<file path="config.mk">
export PLATFORM = sky130hd
export DESIGN_NAME = fcc_flow_ctrl
export DESIGN_NICKNAME = d
export VERILOG_FILES = /design/src/fcc_pkg.sv /design/src/fcc_flow_ctrl.sv
export SDC_FILE = /design/constraint.sdc
export NUM_CORES = 2
export LEC_CHECK = 0
export ABC_AREA = 0
export BUFFER_PORTS_ARGS = -buffer_cell sky130_fd_sc_hd__buf_2
export CAP_MARGIN = 20
export CORE_UTILIZATION = 61
export CTS_CLUSTER_DIAMETER = 60
export DETAILED_ROUTE_END_ITERATION = 16
export HOLD_SLACK_MARGIN = 0.02
export PLACE_DENSITY = 0.82
export SYNTH_ARGS = -nofsm -noshare
export SYNTH_HDL_FRONTEND = slang
export SYNTH_HIERARCHICAL = 1
export SYNTH_SLANG_ARGS = --single-unit
</file>
<file path="constraint.sdc">
create_clock -name i_clock -period 5.15 [get_ports i_clock]
set_input_delay 0.515 -clock i_clock [delete_from_list [all_inputs] [get_ports i_clock]]
set_output_delay 0.515 -clock i_clock [all_outputs]
set_load 0.01 [all_outputs]
</file>
<file path="src/fcc_pkg.sv">
package fcc_pkg;
	localparam int NUM_CLASS = 3;
	localparam int CLS_W     = 2;
	localparam int HDR_W     = 8;
	localparam int DATA_W    = 12;

	typedef logic [HDR_W-1:0]  fcc_hdr_t;
	typedef logic [DATA_W-1:0] fcc_data_t;
	typedef logic [CLS_W-1:0]  fcc_cls_t;

	localparam fcc_cls_t CLS_POSTED    = 2'h0;
	localparam fcc_cls_t CLS_NONPOSTED = 2'h1;
	localparam fcc_cls_t CLS_CPL       = 2'h2;

	// receive buffer space per class, in credits
	localparam fcc_hdr_t  RX_HDR_TOTAL  [NUM_CLASS] = '{8'h20, 8'h20, 8'h20};
	localparam fcc_data_t RX_DATA_TOTAL [NUM_CLASS] = '{12'h080, 12'h040,
		12'h100};
	localparam fcc_data_t MAX_PAYLOAD_CRED = 12'h008;
	localparam fcc_hdr_t  HDR_CRED_PER_TLP = 8'h01;

	localparam int CLK_PERIOD_PS = 8000;
	localparam int UPD_TIMER_US  = 30;
	localparam int UPD_TIMER_CYC = UPD_TIMER_US * 1000000 / CLK_PERIOD_PS;
	localparam int DRAIN_MIN_NS  = 60;
	localparam int DRAIN_MAX_NS  = 68;
	localparam int DRAIN_CYC     = (DRAIN_MIN_NS * 1000 + CLK_PERIOD_PS - 1)
		/ CLK_PERIOD_PS;
	localparam int DRAIN_HOLD    = DRAIN_CYC - 2;
	localparam int FCU_MIN_NS    = 116;
	localparam int FCU_MAX_NS    = 160;
	localparam int FCU_CYC       = (FCU_MIN_NS * 1000 + CLK_PERIOD_PS - 1)
		/ CLK_PERIOD_PS;
	localparam int FCU_STAGES    = FCU_CYC - 1;
	localparam int TIMER_W       = 12;
	localparam int HOLD_W        = 3;

	typedef enum logic {UPD_IDLE, UPD_HOLD} fcc_upd_state_e;
endpackage

`timescale 1ns/1ns
module fcc_rx_class import fcc_pkg::*; #(
	parameter fcc_hdr_t  HDR_TOTAL  = 8'h20,
	parameter fcc_data_t DATA_TOTAL = 12'h080
) (
	input  wire logic      i_clock,
	input  wire logic      i_sys_rst,
	input  wire logic      i_clk_en,
	input  wire logic      i_drain,
	input  wire fcc_hdr_t  i_drain_hdr,
	input  wire fcc_data_t i_drain_data,
	input  wire logic      i_recv,
	input  wire fcc_data_t i_recv_data,
	input  wire logic      i_sent,
	output fcc_hdr_t       o_alloc_hdr,
	output fcc_data_t      o_alloc_data,
	output logic           o_req,
	output logic           o_hi
);
	localparam logic [TIMER_W-1:0] TMAX  = TIMER_W'(UPD_TIMER_CYC);
	localparam logic [HOLD_W-1:0]  HLOAD = HOLD_W'(DRAIN_HOLD);
	localparam fcc_data_t QTR_DATA = DATA_TOTAL >> 2;
	localparam fcc_hdr_t  QTR_HDR  = HDR_TOTAL >> 2;

	fcc_hdr_t            alloc_hdr_reg, alloc_hdr_next, last_hdr_reg, last_hdr_next;
	fcc_data_t           alloc_data_reg, alloc_data_next;
	fcc_data_t           last_data_reg, last_data_next;
	fcc_data_t           recv_reg, recv_next;
	logic [TIMER_W-1:0]  timer_reg, timer_next;
	logic [HOLD_W-1:0]   hold_reg, hold_next;
	logic                pend_reg, pend_next;
	logic                expired, starve, quarter;

	always_comb begin
		alloc_hdr_next  = alloc_hdr_reg;
		alloc_data_next = alloc_data_reg;
		last_hdr_next   = last_hdr_reg;
		last_data_next  = last_data_reg;
		recv_next       = i_recv ? recv_reg + i_recv_data : recv_reg;
		timer_next      = (timer_reg == TMAX) ? timer_reg : timer_reg + 1'b1;
		hold_next       = (hold_reg != '0) ? hold_reg - 1'b1 : hold_reg;
		pend_next       = pend_reg;
		if (i_sent) begin
			last_hdr_next  = alloc_hdr_reg;
			last_data_next = alloc_data_reg;
			recv_next      = i_recv ? i_recv_data : '0;
			timer_next     = '0;
			pend_next      = 1'b0;
		end
		if (i_drain) begin
			alloc_hdr_next  = alloc_hdr_reg + i_drain_hdr;
			alloc_data_next = alloc_data_reg + i_drain_data;
			hold_next       = HLOAD;
			pend_next       = 1'b1;
		end
	end

	always_ff @(posedge i_clock) begin
		if (i_sys_rst) begin
			alloc_hdr_reg  <= HDR_TOTAL;
			alloc_data_reg <= DATA_TOTAL;
			last_hdr_reg   <= HDR_TOTAL;
			last_data_reg  <= DATA_TOTAL;
			recv_reg       <= '0;
			timer_reg      <= '0;
			hold_reg       <= '0;
			pend_reg       <= 1'b0;
		end else if (i_clk_en) begin
			alloc_hdr_reg  <= alloc_hdr_next;
			alloc_data_reg <= alloc_data_next;
			last_hdr_reg   <= last_hdr_next;
			last_data_reg  <= last_data_next;
			recv_reg       <= recv_next;
			timer_reg      <= timer_next;
			hold_reg       <= hold_next;
			pend_reg       <= pend_next;
		end
	end

	assign expired = (timer_reg == TMAX);
	assign starve  = ((last_data_reg - recv_reg) < MAX_PAYLOAD_CRED)
		&& (alloc_data_reg != last_data_reg);
	assign quarter = ((alloc_data_reg - last_data_reg) >= QTR_DATA)
		|| ((alloc_hdr_reg - last_hdr_reg) >= QTR_HDR);
	assign o_req        = (pend_reg && hold_reg == '0) || expired;
	assign o_hi         = o_req && (starve || expired || quarter);
	assign o_alloc_hdr  = alloc_hdr_reg;
	assign o_alloc_data = alloc_data_reg;
endmodule // fcc_rx_class

</file>
<file path="src/fcc_flow_ctrl.sv">
// Function
// - separate limit and consumed per three classes
// - limit loaded at init, refreshed by updates
// - send only if limit minus consumed suffices
// - header and data checked apart, one header
// - selected packet raises both consumed counters
// - allocated counter starts at buffer space
// - allocation grows after whole packet drained
// - update carries current allocated count
// - update requests normally at low priority
// - near-starved partner raises update priority
// - thirty microsecond timer raises priority
// - quarter of buffer freed raises priority
// - granted update waits for packet in flight
// - received update unblocks stalled packets
// - drain to update send takes eight cycles
// - received update reaches limit in fifteen
`timescale 1ns/1ns
module fcc_flow_ctrl import fcc_pkg::*; (
	input  wire logic      i_clock,
	input  wire logic      i_sys_rst,
	input  wire logic      i_clk_en,
	input  wire logic      i_tx_req,
	input  wire fcc_cls_t  i_tx_class,
	input  wire fcc_data_t i_tx_data_cred,
	output logic           o_tx_grant,
	input  wire logic      i_fc_valid,
	input  wire fcc_cls_t  i_fc_class,
	input  wire fcc_hdr_t  i_fc_hdr,
	input  wire fcc_data_t i_fc_data,
	input  wire logic      i_rx_valid,
	input  wire fcc_cls_t  i_rx_class,
	input  wire fcc_data_t i_rx_data_cred,
	input  wire logic      i_drain_done,
	input  wire fcc_cls_t  i_drain_class,
	input  wire fcc_hdr_t  i_drain_hdr,
	input  wire fcc_data_t i_drain_data,
	input  wire logic      i_tlp_busy,
	input  wire logic      i_upd_grant,
	output logic           o_upd_req,
	output logic           o_upd_hi,
	output logic           o_upd_valid,
	output fcc_cls_t       o_upd_class,
	output fcc_hdr_t       o_upd_hdr,
	output fcc_data_t      o_upd_data
);
	localparam int LAST = FCU_STAGES - 1;

	// transmit credit state
	fcc_hdr_t  lim_hdr_reg   [NUM_CLASS];
	fcc_hdr_t  lim_hdr_next  [NUM_CLASS];
	fcc_data_t lim_data_reg  [NUM_CLASS];
	fcc_data_t lim_data_next [NUM_CLASS];
	fcc_hdr_t  cons_hdr_reg  [NUM_CLASS];
	fcc_hdr_t  cons_hdr_next [NUM_CLASS];
	fcc_data_t cons_data_reg [NUM_CLASS];
	fcc_data_t cons_data_next[NUM_CLASS];
	logic      pipe_vld_reg  [FCU_STAGES];
	logic      pipe_vld_next [FCU_STAGES];
	fcc_cls_t  pipe_cls_reg  [FCU_STAGES];
	fcc_cls_t  pipe_cls_next [FCU_STAGES];
	fcc_hdr_t  pipe_hdr_reg  [FCU_STAGES];
	fcc_hdr_t  pipe_hdr_next [FCU_STAGES];
	fcc_data_t pipe_data_reg [FCU_STAGES];
	fcc_data_t pipe_data_next[FCU_STAGES];
	fcc_hdr_t  avail_hdr;
	fcc_data_t avail_data;
	logic      cls_ok;

	// receive side per class
	fcc_hdr_t  alloc_hdr [NUM_CLASS];
	fcc_data_t alloc_data[NUM_CLASS];
	logic      cls_req   [NUM_CLASS];
	logic      cls_hi    [NUM_CLASS];
	logic      cls_sent  [NUM_CLASS];

	// update arbitration state
	fcc_upd_state_e state_reg, state_next;
	fcc_cls_t       held_reg, held_next;
	logic           valid_reg, valid_next;
	fcc_cls_t       ocls_reg, ocls_next;
	fcc_hdr_t       ohdr_reg, ohdr_next;
	fcc_data_t      odata_reg, odata_next;
	fcc_cls_t       sel_cls, emit_cls;
	logic           any_req, sel_hi, emit;
	fcc_hdr_t       emit_hdr;
	fcc_data_t      emit_data;

	// credit check for the offered packet
	always_comb begin
		avail_hdr  = '0;
		avail_data = '0;
		cls_ok     = 1'b0;
		for (int c = 0; c < NUM_CLASS; c++) begin
			if (i_tx_class == CLS_W'(c)) begin
				avail_hdr  = lim_hdr_reg[c] - cons_hdr_reg[c];
				avail_data = lim_data_reg[c] - cons_data_reg[c];
				cls_ok     = 1'b1;
			end
		end
	end

	assign o_tx_grant = i_tx_req && cls_ok
		&& (avail_hdr >= HDR_CRED_PER_TLP)
		&& (avail_data >= i_tx_data_cred);

	always_comb begin
		for (int c = 0; c < NUM_CLASS; c++) begin
			lim_hdr_next[c]   = lim_hdr_reg[c];
			lim_data_next[c]  = lim_data_reg[c];
			cons_hdr_next[c]  = cons_hdr_reg[c];
			cons_data_next[c] = cons_data_reg[c];
			if (o_tx_grant && i_tx_class == CLS_W'(c)) begin
				cons_hdr_next[c]  = cons_hdr_reg[c] + HDR_CRED_PER_TLP;
				cons_data_next[c] = cons_data_reg[c] + i_tx_data_cred;
			end
			if (pipe_vld_reg[LAST] && pipe_cls_reg[LAST] == CLS_W'(c)) begin
				lim_hdr_next[c]  = pipe_hdr_reg[LAST];
				lim_data_next[c] = pipe_data_reg[LAST];
			end
		end
		// init and update values share the same latency path
		pipe_vld_next[0]  = i_fc_valid;
		pipe_cls_next[0]  = i_fc_class;
		pipe_hdr_next[0]  = i_fc_hdr;
		pipe_data_next[0] = i_fc_data;
		for (int s = 1; s < FCU_STAGES; s++) begin
			pipe_vld_next[s]  = pipe_vld_reg[s-1];
			pipe_cls_next[s]  = pipe_cls_reg[s-1];
			pipe_hdr_next[s]  = pipe_hdr_reg[s-1];
			pipe_data_next[s] = pipe_data_reg[s-1];
		end
	end

	always_ff @(posedge i_clock) begin
		if (i_sys_rst) begin
			for (int c = 0; c < NUM_CLASS; c++) begin
				lim_hdr_reg[c]   <= '0;
				lim_data_reg[c]  <= '0;
				cons_hdr_reg[c]  <= '0;
				cons_data_reg[c] <= '0;
			end
			for (int s = 0; s < FCU_STAGES; s++) begin
				pipe_vld_reg[s]  <= 1'b0;
				pipe_cls_reg[s]  <= '0;
				pipe_hdr_reg[s]  <= '0;
				pipe_data_reg[s] <= '0;
			end
		end else if (i_clk_en) begin
			lim_hdr_reg   <= lim_hdr_next;
			lim_data_reg  <= lim_data_next;
			cons_hdr_reg  <= cons_hdr_next;
			cons_data_reg <= cons_data_next;
			pipe_vld_reg  <= pipe_vld_next;
			pipe_cls_reg  <= pipe_cls_next;
			pipe_hdr_reg  <= pipe_hdr_next;
			pipe_data_reg <= pipe_data_next;
		end
	end

	for (genvar g = 0; g < NUM_CLASS; g++) begin : g_rx
		fcc_rx_class #(
			.HDR_TOTAL  (RX_HDR_TOTAL[g]),
			.DATA_TOTAL (RX_DATA_TOTAL[g])
		) u_rx (
			.i_clock      (i_clock),
			.i_sys_rst    (i_sys_rst),
			.i_clk_en     (i_clk_en),
			.i_drain      (i_drain_done && i_drain_class == CLS_W'(g)),
			.i_drain_hdr  (i_drain_hdr),
			.i_drain_data (i_drain_data),
			.i_recv       (i_rx_valid && i_rx_class == CLS_W'(g)),
			.i_recv_data  (i_rx_data_cred),
			.i_sent       (cls_sent[g]),
			.o_alloc_hdr  (alloc_hdr[g]),
			.o_alloc_data (alloc_data[g]),
			.o_req        (cls_req[g]),
			.o_hi         (cls_hi[g])
		);
	end

	// pick a class: urgent first, then lowest index
	always_comb begin
		any_req = 1'b0;
		sel_hi  = 1'b0;
		sel_cls = '0;
		for (int c = NUM_CLASS - 1; c >= 0; c--) begin
			if (cls_req[c] && !(sel_hi && !cls_hi[c])) begin
				sel_cls = CLS_W'(c);
				sel_hi  = cls_hi[c];
			end
			any_req = any_req || cls_req[c];
		end
	end

	assign o_upd_req = (state_reg == UPD_IDLE) && any_req;
	assign o_upd_hi  = o_upd_req && sel_hi;
	assign emit_cls  = (state_reg == UPD_HOLD) ? held_reg : sel_cls;
	assign emit      = !i_tlp_busy && ((state_reg == UPD_HOLD)
		|| (o_upd_req && i_upd_grant));

	always_comb begin
		emit_hdr  = '0;
		emit_data = '0;
		for (int c = 0; c < NUM_CLASS; c++) begin
			cls_sent[c] = emit && emit_cls == CLS_W'(c);
			if (emit_cls == CLS_W'(c)) begin
				emit_hdr  = alloc_hdr[c];
				emit_data = alloc_data[c];
			end
		end
	end

	always_comb begin
		state_next = state_reg;
		held_next  = held_reg;
		valid_next = emit;
		ocls_next  = ocls_reg;
		ohdr_next  = ohdr_reg;
		odata_next = odata_reg;
		unique case (state_reg)
			UPD_IDLE: begin
				if (o_upd_req && i_upd_grant && i_tlp_busy) begin
					state_next = UPD_HOLD;
					held_next  = sel_cls;
				end
			end
			UPD_HOLD: begin
				if (!i_tlp_busy) begin
					state_next = UPD_IDLE;
				end
			end
		endcase
		if (emit) begin
			ocls_next  = emit_cls;
			ohdr_next  = emit_hdr;
			odata_next = emit_data;
		end
	end

	always_ff @(posedge i_clock) begin
		if (i_sys_rst) begin
			state_reg <= UPD_IDLE;
			held_reg  <= '0;
			valid_reg <= 1'b0;
			ocls_reg  <= '0;
			ohdr_reg  <= '0;
			odata_reg <= '0;
		end else if (i_clk_en) begin
			state_reg <= state_next;
			held_reg  <= held_next;
			valid_reg <= valid_next;
			ocls_reg  <= ocls_next;
			ohdr_reg  <= ohdr_next;
			odata_reg <= odata_next;
		end
	end

	assign o_upd_valid = valid_reg;
	assign o_upd_class = ocls_reg;
	assign o_upd_hdr   = ohdr_reg;
	assign o_upd_data  = odata_reg;
endmodule // fcc_flow_ctrl

</file>
Word level (Yosys, flattened, before mapping) --
Index checks and enable logic that the tools add are counted.
Storage, ports and cells: word-level logic and storage cells 319, register bits after elaboration 672, output and inout port bits 26
Operators by class: magnitude comparators 11, add/subtract/negate cells 36, bitwise operators 1, reduce and logical (&&, ||, !) cells 102, eq/ne operators 19, multiplexer cells 52
Operator list (number):
- 2-to-1 mux 12 bit | 21
- adder 12 bit | 9
- subtractor 12 bit | 9
- AND reduction 2 bit | 25
- 2-to-1 mux 8 bit | 6
- subtractor 8 bit | 6
- adder 12 x 1 -> 12 bit (second input constant) | 3
- equality test 12 bit (second input constant) | 3
- logical AND 1 bit | 36
- < comparator 12 x 4 -> 1 bit (second input constant) | 3
- inequality test 12 bit | 3
- adder 8 x 1 -> 8 bit (second input constant) | 3
- adder 8 bit | 3
- >= comparator 8 x 4 -> 1 bit (second input constant) | 3
- 2-to-1 mux 3 bit | 6
- nonzero test 2 bit | 9
- logical OR 1 bit | 15
- 2-to-1 mux 1 bit | 14
- >= comparator 12 bit | 1
- >= comparator 12 x 5 -> 1 bit (second input constant) | 1
- >= comparator 12 x 6 -> 1 bit (second input constant) | 1
- >= comparator 12 x 7 -> 1 bit (second input constant) | 1
- equality test 2 x 1 -> 1 bit (second input constant) | 5
- equality test 2 bit (second input constant) | 5
- other kinds (11) | 30

Logic depth before layout (Yosys ltp) --
depth in word-level cells 20, mapped depth 24, mapped depth without buffers 22

Modules after synthesis --
The synthesis kept the hierarchy.
By module, submodules not included:
- fcc_flow_ctrl | seq. area each 9369.0 sq um, times used 1, cells an instance 2418, area an instance 21421.8 sq um
- fcc_rx_class at g_rx[2].u_rx | seq. area each 1361.3 sq um, times used 1, cells an instance 681, area an instance 5196.2 sq um
- fcc_rx_class at g_rx[0].u_rx | seq. area each 1361.3 sq um, times used 1, cells an instance 660, area an instance 5151.2 sq um
- fcc_rx_class at g_rx[1].u_rx | seq. area each 1361.3 sq um, times used 1, cells an instance 655, area an instance 5031.1 sq um

Least setup slack after synthesis --
OpenSTA, ideal clock, no wires.
kind register to register, start point register g_rx[0].u_rx.alloc_hdr_reg[0], end point register g_rx[1].u_rx.recv_reg[8], data arrival time 4.496 ns, stages on the path, launching flop included 22, setup slack 0.559 ns, setup time 0.095 ns, data required time 5.055 ns, cell sequence dfxtp_1 > inv_1 > ha_1 > fa_1 > nand2b_1 > a21oi_1 > a21oi_1 > nor4bb_1 > o2111ai_1 > o41ai_1 > o31ai_1 > a21boi_0 > o21ai_0 > o21ai_1 > and2_1 > clkbuf_1 > nor3b_1 > clkbuf_1 > clkbuf_1 > clkbuf_1 > a31oi_1 > a221oi_1
RTL lines:
- from (decl) | line fcc_pkg.sv:65 | fcc_hdr_t alloc_hdr_reg, alloc_hdr_next, last_hdr_reg, last_hdr_next;
- from (signal assigned) | line fcc_pkg.sv:109 | alloc_hdr_reg <= alloc_hdr_next;
- to (signal assigned) | line fcc_pkg.sv:113 | recv_reg <= recv_next;
- to (decl) | line fcc_pkg.sv:68 | fcc_data_t recv_reg, recv_next;

Worst setup path after layout --
start point register cons_data_reg[13] (netlist name), end point output o_tx_grant
Between the ends: word-level cells in the longest chain between the ends 5
RTL lines:
- from (decl) | line fcc_flow_ctrl.sv:56 | fcc_data_t cons_data_reg [NUM_CLASS];
- from (signal assigned) | line fcc_flow_ctrl.sv:153 | cons_data_reg <= cons_data_next;
- subtractor 12 bit | line fcc_flow_ctrl.sv:97 | avail_data = lim_data_reg[c] - cons_data_reg[c];
- 2-to-1 mux 12 bit (2 in series) | line fcc_flow_ctrl.sv:95 | if (i_tx_class == CLS_W'(c)) begin
- >= comparator 12 bit | line fcc_flow_ctrl.sv:105 | && (avail_data >= i_tx_data_cred);
- logical AND 1 bit | line fcc_flow_ctrl.sv:105
- to (decl) | line fcc_flow_ctrl.sv:26 | output logic o_tx_grant,
Every way passes these cells.

==> results.md <==
* Nets at 4861
* IO Pins at 107
* CTS Sinks at 672
* Routed wire length at 93430 µm
* P&R area growth vs syn at 11.10%
* Synth Flop Type: dfxtp_1
* Ratio of cells with drive above 1 in the final layout at 0.08328
* Register Area at 13460 µm²
* Initial drt markers at 2698
* Overall power at 12.03 mW
* Setup TNS Final at 0 ns
* DR DRC count at 3
* Most numerous cell on the critical path: a21o_1
* Final Skew at 0.02403 ns
* Post-synth net total at 4801
* Critical path type: flop to primary output
* Max stage delay cell, worst path: a2111o_1
* Number of enable flip-flop cells after synthesis at 0
* Worst path cell trace: inv_2, ha_1, a21o_1, a21o_1, a2111o_1, a311o_1, a21o_1, a21oi_2, xnor2_1, a21o_1, ha_1, o21a_1, o211ai_1, nor2_1, o31a_1, nor2_1, nor2_1, buf_2
* Wire per inst at 17.62 µm
* Core area at 59350 µm²
* Routed Antenna Nets at 0
* Total CTS buffers at 74
* Fmax at 0.2051 GHz
* Via count at 31624
* Power Density at 294.3 nW/µm²
* Die ar. at 61320 µm²
* Die H at 247.6 µm
* Final hold viol count at 0
* Mapped Cells at 4414
* Gp weighted congestion at 0.9734
* Initial antenna violation count at 4
* Max Cap Viol at 0
* Post-CTS setup repair buffer count at 0
* Multi-input logic area at 21680 µm²
* Largest net degree at the start of global routing at 232
* Avg Cell Area, Syn at 8.337 µm²
* Worst Setup EP: o_tx_grant
* Worst min path class: input pin to flop
* Vias in the first global route at 29372
* Seq/Total Area, Yosys at 0.3656
* Status: finished, violations left
* Critical path launch point: cons_data_reg[13]
* Peak supply drop at 0.2877 mV
* Post-DP HPWL at 65480 µm
* CP Launch Type: flop
* CTS max path bufs at 3
* Tmin final at 4.876 ns
* Failing checks: design-rule violations
* CTS clock-pin slew for the worst setup and hold paths at 0.06 ns
* Ys async rst share at 0
* WP data required at 4.64 ns
* Synth unique cells at 93
* Post-synthesis register bit count at 672
* Leakage at 16.74 nW
* Final period utilization at 0.9469
* Crit path largest cell delay at 0.44 ns
* # rows at 89
* Via-per-instance ratio at 5.966
* Total Routing Usage GR at 0.3006
* First-pass GRT wire length at 149000 µm
* Slew Viols, Final at 0
* FF-to-FF path depth at 19
* Crit Path Max Fanout at 4
* IO Port Bufs at 106
* Slew of the pin with the lowest slew margin at 1.170 ns
* Worst Hold Depth at 3
* Initial core utilization at 0.6200
* CTS tree: done
* Post-Syn Area at 36800 µm²
* Hold_sp: i_fc_data[2]
* Clk Latency, worst-skew pair at 0.63 ns
* DR pass1 iterations at 12
* GR Overflow Total at 0
* Worst setup EP type: primary output
* Worst r2r src: g_rx[0].u_rx/o_alloc_hdr[0]
* Fill cells at 4537
* Root buffer selected by CTS: clkbuf_16
* DIE WIDTH at 247.6 µm
* Worst Path Arrival at 4.36 ns
* H-tree levels at 3
* Slew HR at 0.2202
* Final setup vio count at 0
* Syn. warnings at 6
* RR Endpoint: g_rx[2].u_rx/recv_reg[10]
* Reg2reg setup slack at 0.34 ns
* Max reg flops at 156
-- synth_stat cells (all sizes together) (16+ instances only) --
cell type	instances	area share
dfxtp	672	0.37
nor2	573	0.058
nand2	510	0.052
a21oi	406	0.055
mux2i	345	0.094
ha	285	0.097
inv	265	0.027
o21ai	157	0.022
clkbuf	144	0.015
nor3	101	0.014
xnor2	91	0.022
xor2	68	0.016
nand3	67	0.0091
a211oi	61	0.013
nor2b	54	0.0092
buf	50	0.0059
o211ai	39	0.0080
or3	38	0.0065
o21a	37	0.0075
nand2b	33	0.0058
a21o	32	0.0065
a31oi	32	0.0060
or2	23	0.0039
fa	21	0.011
nand4	21	0.0036
and2	20	0.0034
nor3b	19	0.0039
o22ai	18	0.0031
a21boi	16	0.0033
-- worst max-delay path: cells and delay by family, from the launching register on --
kind                       cells  cell delay [ns]
DFF                            1             0.35
buffers and inverters          2             0.23
adders and majority gates      2             0.55
and+or+nand+nor                3             0.36
AOI/OAI and AO/OA             10             2.15
xor gates and xnor gates       1             0.10
-- per-stage QoR --
step	util	hold WS [ns]	area, µm²	std cells	setup WS (ns)
floorplan	-	0.4363	36800	4414	0.5586
global placement	0.6432	0.4428	38180	5169	0.3310
detailed placement	0.6432	0.4487	38180	5169	0.2570
CTS	0.6868	0.09464	40760	5298	0.01908
global route	0.6888	0.1189	40880	5301	-0.004210
finish	0.6888	0.1228	40880	5301	0.2737
-- cell families after synthesis --
logic type               synth area share
AO/OA/AOI/OAI                      0.1574
XOR/XNOR                          0.03784
adder cells (fa/ha/maj)            0.1083
buffers and inverters             0.04828
flip-flops                         0.3656
multiplexers                      0.09721
AND/OR/NAND/NOR                    0.1854
-- timing repair --
item	CTS	global route
hold buffers	0	0
resized for setup	0	24
endpoints found under the setup margin	0	81
-- routing by layer --
layer | part of all wire | global-route usage | vias up
met3 | 0.088 | 0.05331 | 234
met5 | 0.00028 | 0 | -
met4 | 0.036 | 0.1202 | 4
li1 | - | - | 15473
met2 | 0.43 | 0.4684 | 1091
met1 | 0.44 | 0.4115 | 14822
-- area by class of cell --
type                    count  share of cell area
multi-input cells        3282              0.5304
diodes                      1          0.00006121
inverters                 266             0.02451
repair buffers            178             0.02898
well taps                 773             0.02366
clock inverters            27             0.01200
flip-flops and latches    672              0.3291
clock buffers             102             0.05129
-- layout by cell type (no fill, tap or decap), types with 91 or more instances in the layout --
cell     Yosys  layout
dfxtp_1    672     670
mux2i_1    345     345
o21ai_0    147     143
a21oi_1    405     401
inv_1      265     264
nand2_1    510     510
xnor2_1     91      91
buf_2        9     104
nor3_1     101      98
nor2_1     573     573
ha_1       285     285
-- worst min-delay path by stage --
stage	end	slack, ns
floorplan	g_rx[0].u_rx/last_hdr_reg[2]	0.44
global placement	g_rx[2].u_rx/last_hdr_reg[6]	0.44
detailed placement	g_rx[0].u_rx/last_hdr_reg[6]	0.45
CTS	pipe_data_next[155]	0.09
global route	pipe_data_next[145]	0.12
finish	pipe_data_next[146]	0.12
-- power by group --
part	internal [mW]	switching (mW)
logic	0.455	0.708
registers	5.27	0.0598
clock network	3.30	2.24
(Power assumes the default switching activity.)
